File: src/common/bf_consts.svh
// Offsets, field positions, reset values and timing counts of the breaker failure logic.
// Operation
// - Backup trip comes from status inputs combined with binary and enumerated settings.
// - Block input inhibits the function; no backup trip or retrip is produced.
// - Phase flag high while phase current exceeds setting 20 to 200 percent, default 30.
// - Residual flag high while 3I0 exceeds setting 10 to 200 percent, default 20.
// - Operation is Off, Current, Contact or both; default Off; Off disables.
// - Single-pole retrip enable, Off or On, default Off, gates per-phase retrips.
// - Retrip delay 0 to 1000 ms in 1 ms steps, default 100 ms.
// - Backup delay 100 to 60000 ms in 1 ms steps, default 1000 ms.
// - Pulse duration 0 to 60000 ms in 1 ms steps, default 100 ms.
// - Drive backup trip output and, single-pole, per-phase retrip outputs.
// - Each start rising edge launches backup and retrip timers, per phase.
// - Backup timer expiry with condition still present issues backup trip.
// - Every trip command stays high at least the pulse duration; the code drops them at once when block_in is high or Operation is Off.
// - With retrip on, retrip at retrip expiry in phases whose backup timer runs; the code retrips only when single_pole is also set.
`ifndef BF_CONSTS_SVH
`define BF_CONSTS_SVH
`define BF_ADDR_CTRL     8'h00
`define BF_ADDR_PH_SET   8'h04
`define BF_ADDR_RES_SET  8'h08
`define BF_ADDR_RT_DLY   8'h0C
`define BF_ADDR_BU_DLY   8'h10
`define BF_ADDR_PULSE    8'h14
`define BF_ADDR_STATUS   8'h18
`define BF_ADDR_IRQ_STAT 8'h1C
`define BF_ADDR_IRQ_MASK 8'h20
`define BF_CTRL_OP_LSB   0
`define BF_CTRL_RT_BIT   2
`define BF_CTRL_SP_BIT   3
`define BF_PH_MIN        16'h0014
`define BF_PH_MAX        16'h00C8
`define BF_PH_DEF        16'h001E
`define BF_RES_MIN       16'h000A
`define BF_RES_MAX       16'h00C8
`define BF_RES_DEF       16'h0014
`define BF_RT_MIN        16'h0000
`define BF_RT_MAX        16'h03E8
`define BF_RT_DEF        16'h0064
`define BF_BU_MIN        16'h0064
`define BF_BU_MAX        16'hEA60
`define BF_BU_DEF        16'h03E8
`define BF_PULSE_MIN     16'h0000
`define BF_PULSE_MAX     16'hEA60
`define BF_PULSE_DEF     16'h0064
`define BF_CLK_PERIOD_NS 4
`define BF_MS_NS         1000000
`define BF_MS_CYCLES     (`BF_MS_NS / `BF_CLK_PERIOD_NS)
`endif

File: src/common/bf_pkg.sv
// Types shared by the breaker failure decision logic.
package bf_pkg;
   typedef enum logic [1:0] {
      OP_OFF     = 2'h0,
      OP_CURRENT = 2'h1,
      OP_CONTACT = 2'h2,
      OP_BOTH    = 2'h3
   } op_mode_t;
   typedef enum logic [2:0] {
      ST_IDLE = 3'b001,
      ST_RUN  = 3'b010,
      ST_TRIP = 3'b100
   } chan_state_t;
   typedef struct packed {
      op_mode_t op;
      logic     retrip_en;
      logic     single_pole;
   } ctrl_t;
   typedef struct packed {
      chan_state_t st;
      logic [15:0] elapsed;
      logic [15:0] rt_pulse;
      logic [15:0] bu_pulse;
      logic        rt_done;
      logic        rt_on;
      logic        bu_on;
   } chan_t;
endpackage : bf_pkg

File: src/hw/breaker_failure_decision_logic.sv
// Breaker failure decision logic with register port and interrupt.
//
// The address-and-strobe port and the register offsets are this design's own decisions.
`timescale 1ns/1ps
`include "bf_consts.svh"
module breaker_failure_decision_logic
   import bf_pkg::*;
#(
   parameter int MS_CYCLES = `BF_MS_CYCLES
)(
   // Clock and reset.
   input  logic        mclk,
   input  logic        reset,
   // Register port.
   input  logic [7:0]  addr,
   input  logic [31:0] wdata,
   input  logic        wr,
   input  logic        rd,
   output logic [31:0] rdata,
   output logic        irq,
   // Status inputs.
   input  logic        block_in,
   input  logic        general_start_in,
   input  logic        residual_start_in,
   input  logic        start_ph1_in,
   input  logic        start_ph2_in,
   input  logic        start_ph3_in,
   input  logic        breaker_closed_in,
   input  logic        breaker_closed_ph1_in,
   input  logic        breaker_closed_ph2_in,
   input  logic        breaker_closed_ph3_in,
   // Current magnitudes in percent of nominal.
   input  logic [15:0] ph1_current_in,
   input  logic [15:0] ph2_current_in,
   input  logic [15:0] ph3_current_in,
   input  logic [15:0] residual_3i0_in,
   // Trip commands.
   output logic        backup_trip_out,
   output logic        retrip_ph1_out,
   output logic        retrip_ph2_out,
   output logic        retrip_ph3_out
);

   ////////////////////////////////////////////////////////////////////////////
   // Helpers.

   // Out-of-range settings are pulled to the nearest legal value.
   function automatic logic [15:0] clamp16(input logic [15:0] v, input logic [15:0] lo,
                                           input logic [15:0] hi);
      clamp16 = (v < lo) ? lo : ((v > hi) ? hi : v);
   endfunction : clamp16

   // Saturating increment keeps a stuck condition from wrapping a timer.
   function automatic logic [15:0] sat_inc(input logic [15:0] v);
      sat_inc = (v == 16'hFFFF) ? v : v + 16'h0001;
   endfunction : sat_inc

   ////////////////////////////////////////////////////////////////////////////
   // Declarations.

   ctrl_t       ctrl_reg, ctrl_next;
   logic [15:0] ph_set_reg, ph_set_next, res_set_reg, res_set_next;
   logic [15:0] rt_dly_reg, rt_dly_next, bu_dly_reg, bu_dly_next;
   logic [15:0] pulse_reg, pulse_next;
   logic [4:0]  irq_stat_reg, irq_stat_next, irq_mask_reg, irq_mask_next;
   logic [31:0] rdata_reg, rdata_next;
   logic        irq_reg, irq_next;
   logic [31:0] tick_cnt_reg, tick_cnt_next;
   logic        tick_reg, tick_next;
   chan_t       ch_reg [3], ch_next [3];
   logic [2:0]  start_prev_reg, start_prev_next;
   logic        bu_out_reg, bu_out_next;
   logic [2:0]  rt_out_reg, rt_out_next;
   logic [2:0]  ph_over;
   logic        res_over;
   logic [2:0]  start_v, cur_v, cont_v, cond_v;
   logic        active;
   logic [4:0]  evt;

   ////////////////////////////////////////////////////////////////////////////
   // Comparators and channel conditions.

   // Strict compare: equal to the setting is not yet an overcurrent.
   always_comb begin
      ph_over[0] = ph1_current_in > ph_set_reg;
      ph_over[1] = ph2_current_in > ph_set_reg;
      ph_over[2] = ph3_current_in > ph_set_reg;
      res_over   = residual_3i0_in > res_set_reg;
   end

   // In common mode all three channels see the same start and condition.
   always_comb begin
      active = !block_in && (ctrl_reg.op != OP_OFF);
      for (int p = 0; p < 3; p++) begin
         if (ctrl_reg.single_pole) begin
            start_v[p] = general_start_in | (p == 0 ? start_ph1_in : (p == 1 ? start_ph2_in : start_ph3_in));
            cur_v[p]   = ph_over[p] | (res_over & residual_start_in);
            cont_v[p]  = (p == 0) ? breaker_closed_ph1_in :
                         ((p == 1) ? breaker_closed_ph2_in : breaker_closed_ph3_in);
         end else begin
            start_v[p] = general_start_in | residual_start_in;
            cur_v[p]   = (|ph_over) | (res_over & residual_start_in);
            cont_v[p]  = breaker_closed_in;
         end
         unique case (ctrl_reg.op)
            OP_CURRENT: cond_v[p] = cur_v[p];
            OP_CONTACT: cond_v[p] = cont_v[p];
            OP_BOTH:    cond_v[p] = cur_v[p] | cont_v[p];
            OP_OFF:     cond_v[p] = 1'b0;
         endcase
      end
   end

   ////////////////////////////////////////////////////////////////////////////
   // Millisecond timebase.

   // The tick phase is free running, so delays carry up to one ms of jitter.
   always_comb begin
      tick_next     = 1'b0;
      tick_cnt_next = tick_cnt_reg + 32'h00000001;
      if (tick_cnt_reg == 32'(MS_CYCLES - 1)) begin
         tick_cnt_next = 32'h00000000;
         tick_next     = 1'b1;
      end
   end

   always_ff @(posedge mclk) begin
      if (reset) begin
         tick_cnt_reg <= 32'h00000000;
         tick_reg     <= 1'b0;
      end else begin
         tick_cnt_reg <= tick_cnt_next;
         tick_reg     <= tick_next;
      end
   end

   ////////////////////////////////////////////////////////////////////////////
   // Channel timers and trip commands.

   // Pulses are handled before the state step so a fresh trip restarts them.
   always_comb begin
      evt = 5'h00;
      for (int p = 0; p < 3; p++) begin
         ch_next[p]         = ch_reg[p];
         start_prev_next[p] = start_v[p];
         if (ch_reg[p].rt_on) begin
            if (tick_reg)
               ch_next[p].rt_pulse = sat_inc(ch_reg[p].rt_pulse);
            if (ch_reg[p].rt_pulse >= pulse_reg && !cond_v[p])
               ch_next[p].rt_on = 1'b0;
         end
         if (ch_reg[p].bu_on) begin
            if (tick_reg)
               ch_next[p].bu_pulse = sat_inc(ch_reg[p].bu_pulse);
            if (ch_reg[p].bu_pulse >= pulse_reg && !cond_v[p])
               ch_next[p].bu_on = 1'b0;
         end
         if (!active) begin
            ch_next[p] = '{st: ST_IDLE, default: '0};
         end else begin
            unique case (ch_reg[p].st)
               ST_IDLE: begin
                  if (start_v[p] && !start_prev_reg[p]) begin
                     ch_next[p].st      = ST_RUN;
                     ch_next[p].elapsed = 16'h0000;
                     ch_next[p].rt_done = 1'b0;
                     evt[4]             = 1'b1;
                  end
               end
               ST_RUN: begin
                  if (!cond_v[p]) begin
                     ch_next[p].st = ST_IDLE;
                  end else begin
                     if (tick_reg)
                        ch_next[p].elapsed = sat_inc(ch_reg[p].elapsed);
                     if (ctrl_reg.single_pole && ctrl_reg.retrip_en && !ch_reg[p].rt_done &&
                         ch_reg[p].elapsed >= rt_dly_reg) begin
                        ch_next[p].rt_done  = 1'b1;
                        ch_next[p].rt_on    = 1'b1;
                        ch_next[p].rt_pulse = 16'h0000;
                        evt[p + 1]          = 1'b1;
                     end
                     if (ch_reg[p].elapsed >= bu_dly_reg) begin
                        ch_next[p].st       = ST_TRIP;
                        ch_next[p].bu_on    = 1'b1;
                        ch_next[p].bu_pulse = 16'h0000;
                        evt[0]              = 1'b1;
                     end
                  end
               end
               ST_TRIP: begin
                  if (!ch_reg[p].bu_on && !ch_reg[p].rt_on)
                     ch_next[p].st = ST_IDLE;
               end
               default: ch_next[p].st = ST_IDLE;
            endcase
         end
      end
      bu_out_next    = ch_next[0].bu_on | ch_next[1].bu_on | ch_next[2].bu_on;
      rt_out_next[0] = ch_next[0].rt_on;
      rt_out_next[1] = ch_next[1].rt_on;
      rt_out_next[2] = ch_next[2].rt_on;
   end

   always_ff @(posedge mclk) begin
      if (reset) begin
         for (int p = 0; p < 3; p++)
            ch_reg[p] <= '{st: ST_IDLE, default: '0};
         start_prev_reg <= 3'h0;
         bu_out_reg     <= 1'b0;
         rt_out_reg     <= 3'h0;
      end else begin
         for (int p = 0; p < 3; p++)
            ch_reg[p] <= ch_next[p];
         start_prev_reg <= start_prev_next;
         bu_out_reg     <= bu_out_next;
         rt_out_reg     <= rt_out_next;
      end
   end

   ////////////////////////////////////////////////////////////////////////////
   // Register port and interrupt.

   // Settings clamp on write; a new event wins over a same-cycle clear.
   always_comb begin
      ctrl_next     = ctrl_reg;
      ph_set_next   = ph_set_reg;
      res_set_next  = res_set_reg;
      rt_dly_next   = rt_dly_reg;
      bu_dly_next   = bu_dly_reg;
      pulse_next    = pulse_reg;
      irq_mask_next = irq_mask_reg;
      irq_stat_next = irq_stat_reg;
      rdata_next    = 32'h00000000;
      if (wr) begin
         unique case (addr)
            `BF_ADDR_CTRL: begin
               ctrl_next.op          = op_mode_t'(wdata[`BF_CTRL_OP_LSB +: 2]);
               ctrl_next.retrip_en   = wdata[`BF_CTRL_RT_BIT];
               ctrl_next.single_pole = wdata[`BF_CTRL_SP_BIT];
            end
            `BF_ADDR_PH_SET:   ph_set_next = clamp16(wdata[15:0], `BF_PH_MIN, `BF_PH_MAX);
            `BF_ADDR_RES_SET:  res_set_next = clamp16(wdata[15:0], `BF_RES_MIN, `BF_RES_MAX);
            `BF_ADDR_RT_DLY:   rt_dly_next = clamp16(wdata[15:0], `BF_RT_MIN, `BF_RT_MAX);
            `BF_ADDR_BU_DLY:   bu_dly_next = clamp16(wdata[15:0], `BF_BU_MIN, `BF_BU_MAX);
            `BF_ADDR_PULSE:    pulse_next = clamp16(wdata[15:0], `BF_PULSE_MIN, `BF_PULSE_MAX);
            `BF_ADDR_IRQ_STAT: irq_stat_next = irq_stat_reg & ~wdata[4:0];
            `BF_ADDR_IRQ_MASK: irq_mask_next = wdata[4:0];
            default: ;
         endcase
      end
      irq_stat_next = irq_stat_next | evt;
      irq_next      = |(irq_stat_next & irq_mask_next);
      if (rd) begin
         unique case (addr)
            `BF_ADDR_CTRL:     rdata_next = {28'h0000000, ctrl_reg.single_pole, ctrl_reg.retrip_en, ctrl_reg.op};
            `BF_ADDR_PH_SET:   rdata_next = {16'h0000, ph_set_reg};
            `BF_ADDR_RES_SET:  rdata_next = {16'h0000, res_set_reg};
            `BF_ADDR_RT_DLY:   rdata_next = {16'h0000, rt_dly_reg};
            `BF_ADDR_BU_DLY:   rdata_next = {16'h0000, bu_dly_reg};
            `BF_ADDR_PULSE:    rdata_next = {16'h0000, pulse_reg};
            `BF_ADDR_STATUS:   rdata_next = {15'h0000, ch_reg[2].st, ch_reg[1].st, ch_reg[0].st,
                                             rt_out_reg, bu_out_reg, res_over, ph_over};
            `BF_ADDR_IRQ_STAT: rdata_next = {27'h0000000, irq_stat_reg};
            `BF_ADDR_IRQ_MASK: rdata_next = {27'h0000000, irq_mask_reg};
            default:           rdata_next = 32'h00000000;
         endcase
      end
   end

   always_ff @(posedge mclk) begin
      if (reset) begin
         ctrl_reg     <= '{op: OP_OFF, retrip_en: 1'b0, single_pole: 1'b0};
         ph_set_reg   <= `BF_PH_DEF;
         res_set_reg  <= `BF_RES_DEF;
         rt_dly_reg   <= `BF_RT_DEF;
         bu_dly_reg   <= `BF_BU_DEF;
         pulse_reg    <= `BF_PULSE_DEF;
         irq_stat_reg <= 5'h00;
         irq_mask_reg <= 5'h00;
         rdata_reg    <= 32'h00000000;
         irq_reg      <= 1'b0;
      end else begin
         ctrl_reg     <= ctrl_next;
         ph_set_reg   <= ph_set_next;
         res_set_reg  <= res_set_next;
         rt_dly_reg   <= rt_dly_next;
         bu_dly_reg   <= bu_dly_next;
         pulse_reg    <= pulse_next;
         irq_stat_reg <= irq_stat_next;
         irq_mask_reg <= irq_mask_next;
         rdata_reg    <= rdata_next;
         irq_reg      <= irq_next;
      end
   end

   // Outputs straight from flip-flops.
   assign rdata           = rdata_reg;
   assign irq             = irq_reg;
   assign backup_trip_out = bu_out_reg;
   assign retrip_ph1_out  = rt_out_reg[0];
   assign retrip_ph2_out  = rt_out_reg[1];
   assign retrip_ph3_out  = rt_out_reg[2];

endmodule : breaker_failure_decision_logic

File: config.mk
export PLATFORM = sky130hd
export DESIGN_NAME = breaker_failure_decision_logic
export DESIGN_NICKNAME = d
export VERILOG_FILES = /design/src/common/bf_pkg.sv /design/src/hw/breaker_failure_decision_logic.sv
export VERILOG_INCLUDE_DIRS = /design/src /design/src/common
export SDC_FILE = /design/constraint.sdc
export NUM_CORES = 1
export LEC_CHECK = 0
export CAP_MARGIN = 20
export CORE_ASPECT_RATIO = 1.5
export CORE_MARGIN = 2
export CORE_UTILIZATION = 40
export CTS_BUF_LIST = sky130_fd_sc_hd__clkbuf_8
export CTS_CLUSTER_DIAMETER = 80
export DETAILED_ROUTE_END_ITERATION = 16
export DONT_BUFFER_PORTS = 1
export GPL_ROUTABILITY_DRIVEN = 1
export GPL_TIMING_DRIVEN = 0
export PLACE_DENSITY = 0.57
export SETUP_SLACK_MARGIN = 0.5
export SLEW_MARGIN = 5
export SYNTH_ARGS = -nofsm -noshare
export SYNTH_HDL_FRONTEND = slang
export SYNTH_SLANG_ARGS = --single-unit
File: constraint.sdc
create_clock -name mclk -period 7.7 [get_ports mclk]
set_input_delay 1.155 -clock mclk [delete_from_list [all_inputs] [get_ports mclk]]
set_output_delay 1.155 -clock mclk [all_outputs]
set_load 0.01 [all_outputs]
### Word level (Yosys, flattened, before mapping)

Memory sizes are Yosys's and may differ from the RTL's.
Cells that the tools add are included.

* add/subtract/negate cells: 10
* $lt $le $gt $ge: 23
* bitwise gates (word level): 22
* muxes and demuxes: 145
* reductions and logical operators: 49
* eq/ne operators: 30

Operators by type and width (count)
* $mux 16: 38
* $mux 54: 6
* $ge 16x16->1: 12
* $mux 51: 3
* $pmux 17 s9: 1
* $add 16x1->16 const B: 9
* $eq 16x16->1 const B: 9
* $mux 32: 3
* $pmux 16 s2: 3
* $gt 16x16->1: 4
* $mux 19: 3
* $mux 1: 56
* $add 32x1->32 const B: 1
* $eq 32x18->1 const B: 1
* $eq 8x5->1 const B: 4
* $mux 3: 9
* $pmux 3 s3: 3
* $logic_and 1x1->1: 20
* $mux 2: 10
* $mux 5: 4
* $eq 8x4->1 const B: 2
* $gt 16x10->1 const B: 1
* $gt 16x16->1 const B: 1
* $gt 16x8->1 const B: 1
* 27 further kinds: 75

* output and inout port bits: 37
* bits in registers: 167
* word-level logic and storage cells: 297
* input port bits: 118
* memory bits (writable): 162
* memories kept: 1

Memory list
* ch_reg: depth 3, width 54, read ports 3, clocked after memory_dff 0, wr ports 3, line breaker_failure_decision_logic.sv:70 `chan_t ch_reg [3], ch_next [3];`

### Logic depth before layout (Yosys ltp)

* depth in word-level cells: 20
* gate-level depth with buffers: 13
* depth with buffers taken out: 11

### Worst setup path after synthesis

No wires, ideal clock.

* path kind: input port to flip-flop
* start: input port residual_3i0_in[1]
* end: register bu_out_reg, in the netlist backup_trip_out
* setup slack: 4.146 ns
* cell stages on the path: 10
* buffers on the path: 0
* required time: 7.573 ns
* library setup time: 0.127 ns
* arrival time: 3.427 ns
* path through: ha_1 -> nor2b_1 -> o211ai_1 -> a2111oi_0 -> or4b_4 -> a221oi_2 -> a21oi_2 -> o21bai_4 -> a221oi_1 -> or3_1

* word-level cells in the longest chain between the ends: 16

Ends and longest elaborated chain
* from (decl): line breaker_failure_decision_logic.sv:36 `input logic [15:0] residual_3i0_in,`
* $gt 16x16->1 (*): line breaker_failure_decision_logic.sv:88 `res_over = residual_3i0_in > res_set_reg;`
* $and 1x1->1 (*): line breaker_failure_decision_logic.sv:97, breaker_failure_decision_logic.sv:102
* $or 1x1->1 (on tied branches): line breaker_failure_decision_logic.sv:102, breaker_failure_decision_logic.sv:97
* $mux 1: line breaker_failure_decision_logic.sv:95 `if (ctrl_reg.single_pole) begin`
* $or 1x1->1: line breaker_failure_decision_logic.sv:108 `OP_BOTH: cond_v[p] = cur_v[p] | cont_v[p];`
* $pmux 1 s4: line breaker_failure_decision_logic.sv:105 `unique case (ctrl_reg.op)`
* $logic_not 1->1
* $logic_and 1x1->1: line breaker_failure_decision_logic.sv:155 `if (ch_reg[p].bu_pulse >= pulse_reg && !cond_v[p])`
* $mux 1: line breaker_failure_decision_logic.sv:155
* $mux 1: line breaker_failure_decision_logic.sv:152 `if (ch_reg[p].bu_on) begin`
* $mux 1: line breaker_failure_decision_logic.sv:183 `if (ch_reg[p].elapsed >= bu_dly_reg) begin`
* $mux 51: line breaker_failure_decision_logic.sv:171 `if (!cond_v[p]) begin`
* $mux 2: line breaker_failure_decision_logic.sv:161 `unique case (ch_reg[p].st)`
* $mux 54: line breaker_failure_decision_logic.sv:158 `if (!active) begin`
* $or 1x1->1: line breaker_failure_decision_logic.sv:199 `bu_out_next = ch_next[0].bu_on | ch_next[1].bu_on | ch_next[2].bu_on;`
* $or 1x1->1 (*): line breaker_failure_decision_logic.sv:199
* to (signal assigned): line breaker_failure_decision_logic.sv:216 `bu_out_reg <= bu_out_next;`
* to (decl): line breaker_failure_decision_logic.sv:72 `logic bu_out_reg, bu_out_next;`

Every way passes the cells marked *; elsewhere a longest branch is shown, timed or not.
A chain may end at the register's enable or synchronous reset.

==> impl_metrics.py <==
metrics = {
    "synth": {
        "synth_async_sr_flop_share_pct": 0,
        "dominantRegCellSynth": "dfxtp_1",
        "yosysSeqAreaShare_pct": 32.2,
        "synth_top_cell_area_share_pct": 32.2,
        "synth.yosys.warnings": 0,
        "synth_edf_count": 0,
        "syn-instance-count": 2317,
        "yosysUniqueCellTypes": 82,
        "syn_area_mm2": 0.0193,
        "syn-mean-instance-area_um2": 8.35,
        "synthTopCellsByArea": "dfxtp_1 (32%), ha_1 (17%), nor2_1 (4.8%)",
        "yosysTopAreaCell": "dfxtp_1",
        "synth-seq-cells": 311,
    },
    "setup_path": {
        "worst-r2r-cell-count": 12,
        "crit_fanout": 10,
        "critPathRequiredTime_ns": 8.20,
        "critPathLaunchType": "input port",
        "worstPathArrival_ns": 4.24,
        "end_kind": "flop",
        "crit_type": "in2reg",
    },
    "drt": {
        "top_layer": "met4",
        "drc": 0,
        "firstDrtPassIters": 8,
        "wl_um": 64700,
        "routedWlPerCell_um": 21.3,
        "wl_met2_um": 31000,
        "antenna_left": 0,
        "dr_total_vias": 17600,
        "first_iter_violations": 1236,
        "routed-wl-met3_um": 3820,
        "vias_per_cell": 5.82,
        "wl_met1_um": 24300,
    },
    "grt": {
        "gr-usage-all-layers_pct": 25.5,
        "grt-ovfl-total": 0,
        "antenna_found_initial": 7,
        "grt_pass1_wl_um": 98600,
        "grt_pass1_vias": 17400,
        "grt_start_max_net_pins": 14,
    },
    "layout": {
        "largest_reg_flops": 160,
        "n_fill_cell": 4778,
        "fin_nets": 2770,
        "layout_commonest_cell": "dfxtp_1",
        "seq_area_mm2": 0.00623,
        "final_layout_size_suffix_gt1_share_pct": 5.69,
        "multiInputGateArea_mm2": 0.0123,
        "most-common-layout-cells": "dfxtp_1 (311), ha_1 (266), nor2_1 (248)",
        "fin_area_mm2": 0.0213,
        "syn_to_final_growth_pct": 9.98,
    },
    "cts": {
        "clock-root-buffer": "clkbuf_8",
        "cts_tree": "done",
        "clockBufferDepth": 3,
        "cts_buffers": 52,
        "post_cts_buffers": 0,
        "ctsResizeCount": 0,
        "htreeDepth": 2,
        "cts.clk_slew.worst_paths_ns": 0.06,
        "cts_hold_buffers": 0,
        "cts_sinks": 311,
        "clock_latency_ns": 0.63,
    },
    "timing": {
        "hold_violations": 0,
        "whs_ns": 0.458,
        "fin_skew_ns": 0.0283,
        "finalSetupViolations": 0,
        "slew_headroom_pct": 37.7,
        "period_needed_ns": 3.74,
        "worst_slew_pin_slew_ns": 0.935,
        "finalSetupTns_ns": 0,
        "rsz0062_at_grt": "no",
        "max_freq_mhz": 267,
        "maxSlewViolCount": 0,
        "min_period_over_period_pct": 48.6,
        "worst_slack_ns": 3.96,
    },
    "floorplanning": {
        "die_area_mm2": 0.0502,
        "num_rows": 98,
        "floorplan.die.width_um": 184,
        "start_util_pct": 40.6,
        "die_h_um": 273,
        "num_io_pins": 155,
        "core_mm2": 0.0477,
    },
    "flow_run": {
        "cap_violations": 0,
    },
    "placed_design": {
        "placedInstanceArea_mm2": 0.0202,
        "post-place-ws_ns": 3.33,
        "gp_congestion": 0.966,
        "io_buffers": 0,
        "post-dp-hpwl_um": 50200,
    },
    "min_path": {
        "hold_class": "reg2reg",
        "hold_depth": 1,
    },
    "run_status": {
        "status": "completed",
    },
    "pwr": {
        "powerDensity_mw_per_mm2": 157,
        "power_mw": 3.35,
        "leakagePower_nw": 8.19,
        "peakVddDrop_mv": 0.113,
    },
}
power by group:
| group | internal [mW] | switching (mW) |
|---|---|---|
| Sequential | 1.61 | 0.00213 |
| Clock | 0.870 | 0.727 |
| Combinational | 0.0435 | 0.0917 |
path summary, 6_finish.rpt:
check	slack [ns]	startpoint	endpoint
max	3.96	ph3_current_in[11]	ch_reg[0][63]
min	0.46	tick_cnt_reg[0]	tick_cnt_reg[0]
max reg2reg	4.02	ph_set_reg[1]	ch_reg[0][63]
min reg2reg	0.46	tick_cnt_reg[0]	tick_cnt_reg[0]
routing by layer:
layer  up-vias  global-route usage [%]
met2       591                    44.4
li1       8558                       -
met4         0                    19.6
met5         -                       0
met1      8271                    27.5
met3       224                    4.28
Yosys cell counts (4+ instances only):
cell type	number
a2111oi_0	7
a211oi_1	19
a21o_1	48
a21oi_1	161
a221o_1	6
a221oi_1	12
a222oi_1	17
a22oi_1	25
a31oi_1	19
and2_1	18
and3_1	35
and4_1	8
buf_2	7
buf_4	16
clkbuf_1	55
dfxtp_1	311
ha_1	266
inv_1	115
mux2i_1	15
nand2_1	218
nand2b_1	21
nand3_1	94
nand4_1	69
nor2_1	248
nor2b_1	23
nor3_1	55
nor3b_1	11
nor4_1	20
nor4_2	4
nor4b_1	5
o2111ai_1	13
o211ai_1	23
o21a_1	10
o21ai_0	92
o21ai_1	6
o21bai_1	4
o22ai_1	6
o31ai_1	15
or2_2	5
or3_1	20
or4_1	19
xnor2_1	46
xor2_1	72
worst max-delay path: stages:
cell and delay (ns):
ha_1 0.30, nand4_1 0.20, a2111o_1 0.44, a311oi_2 0.55, a211oi_1 0.17, o21ai_4 0.31, nand2_1 0.23, nand2_1 0.36
clkbuf_1 0.41, nor2_1 0.10
stage by stage:
step / instances / utilization (%)
after floorplan: 2331 / -
after global routing: 3029 / 44.6
after global placement: 2931 / 42.2
after detailed placement: 2932 / 42.3
after CTS: 3026 / 44.6
final: 3031 / 44.6
layout make-up:
type,count,share of cell area [%]
multi-input cells,1822,58.0
flip-flops and latches,311,29.3
clock buffers,66,4.27
well taps,600,3.53
inverters,116,2.05
plain buffers,82,1.84
clock inverters,28,0.952
diodes,5,0.0588
repair buffers,1,0.0235
cell families (layout without fill, tap and decap cells):
logic type	count (synthesis)	in the layout	share of synthesized area [%]
and+or+nand+nor	889	889	22.5
AOI/OAI and AO/OA	517	517	17.6
DFF	311	311	32.2
adders and majority gates	266	266	17.2
buffers and inverters	198	293	4.27
xor gates and xnor gates	118	118	5.34
muxes	17	17	0.892
other	1	20	0.0194
Power figures use the tool's default switching activity.
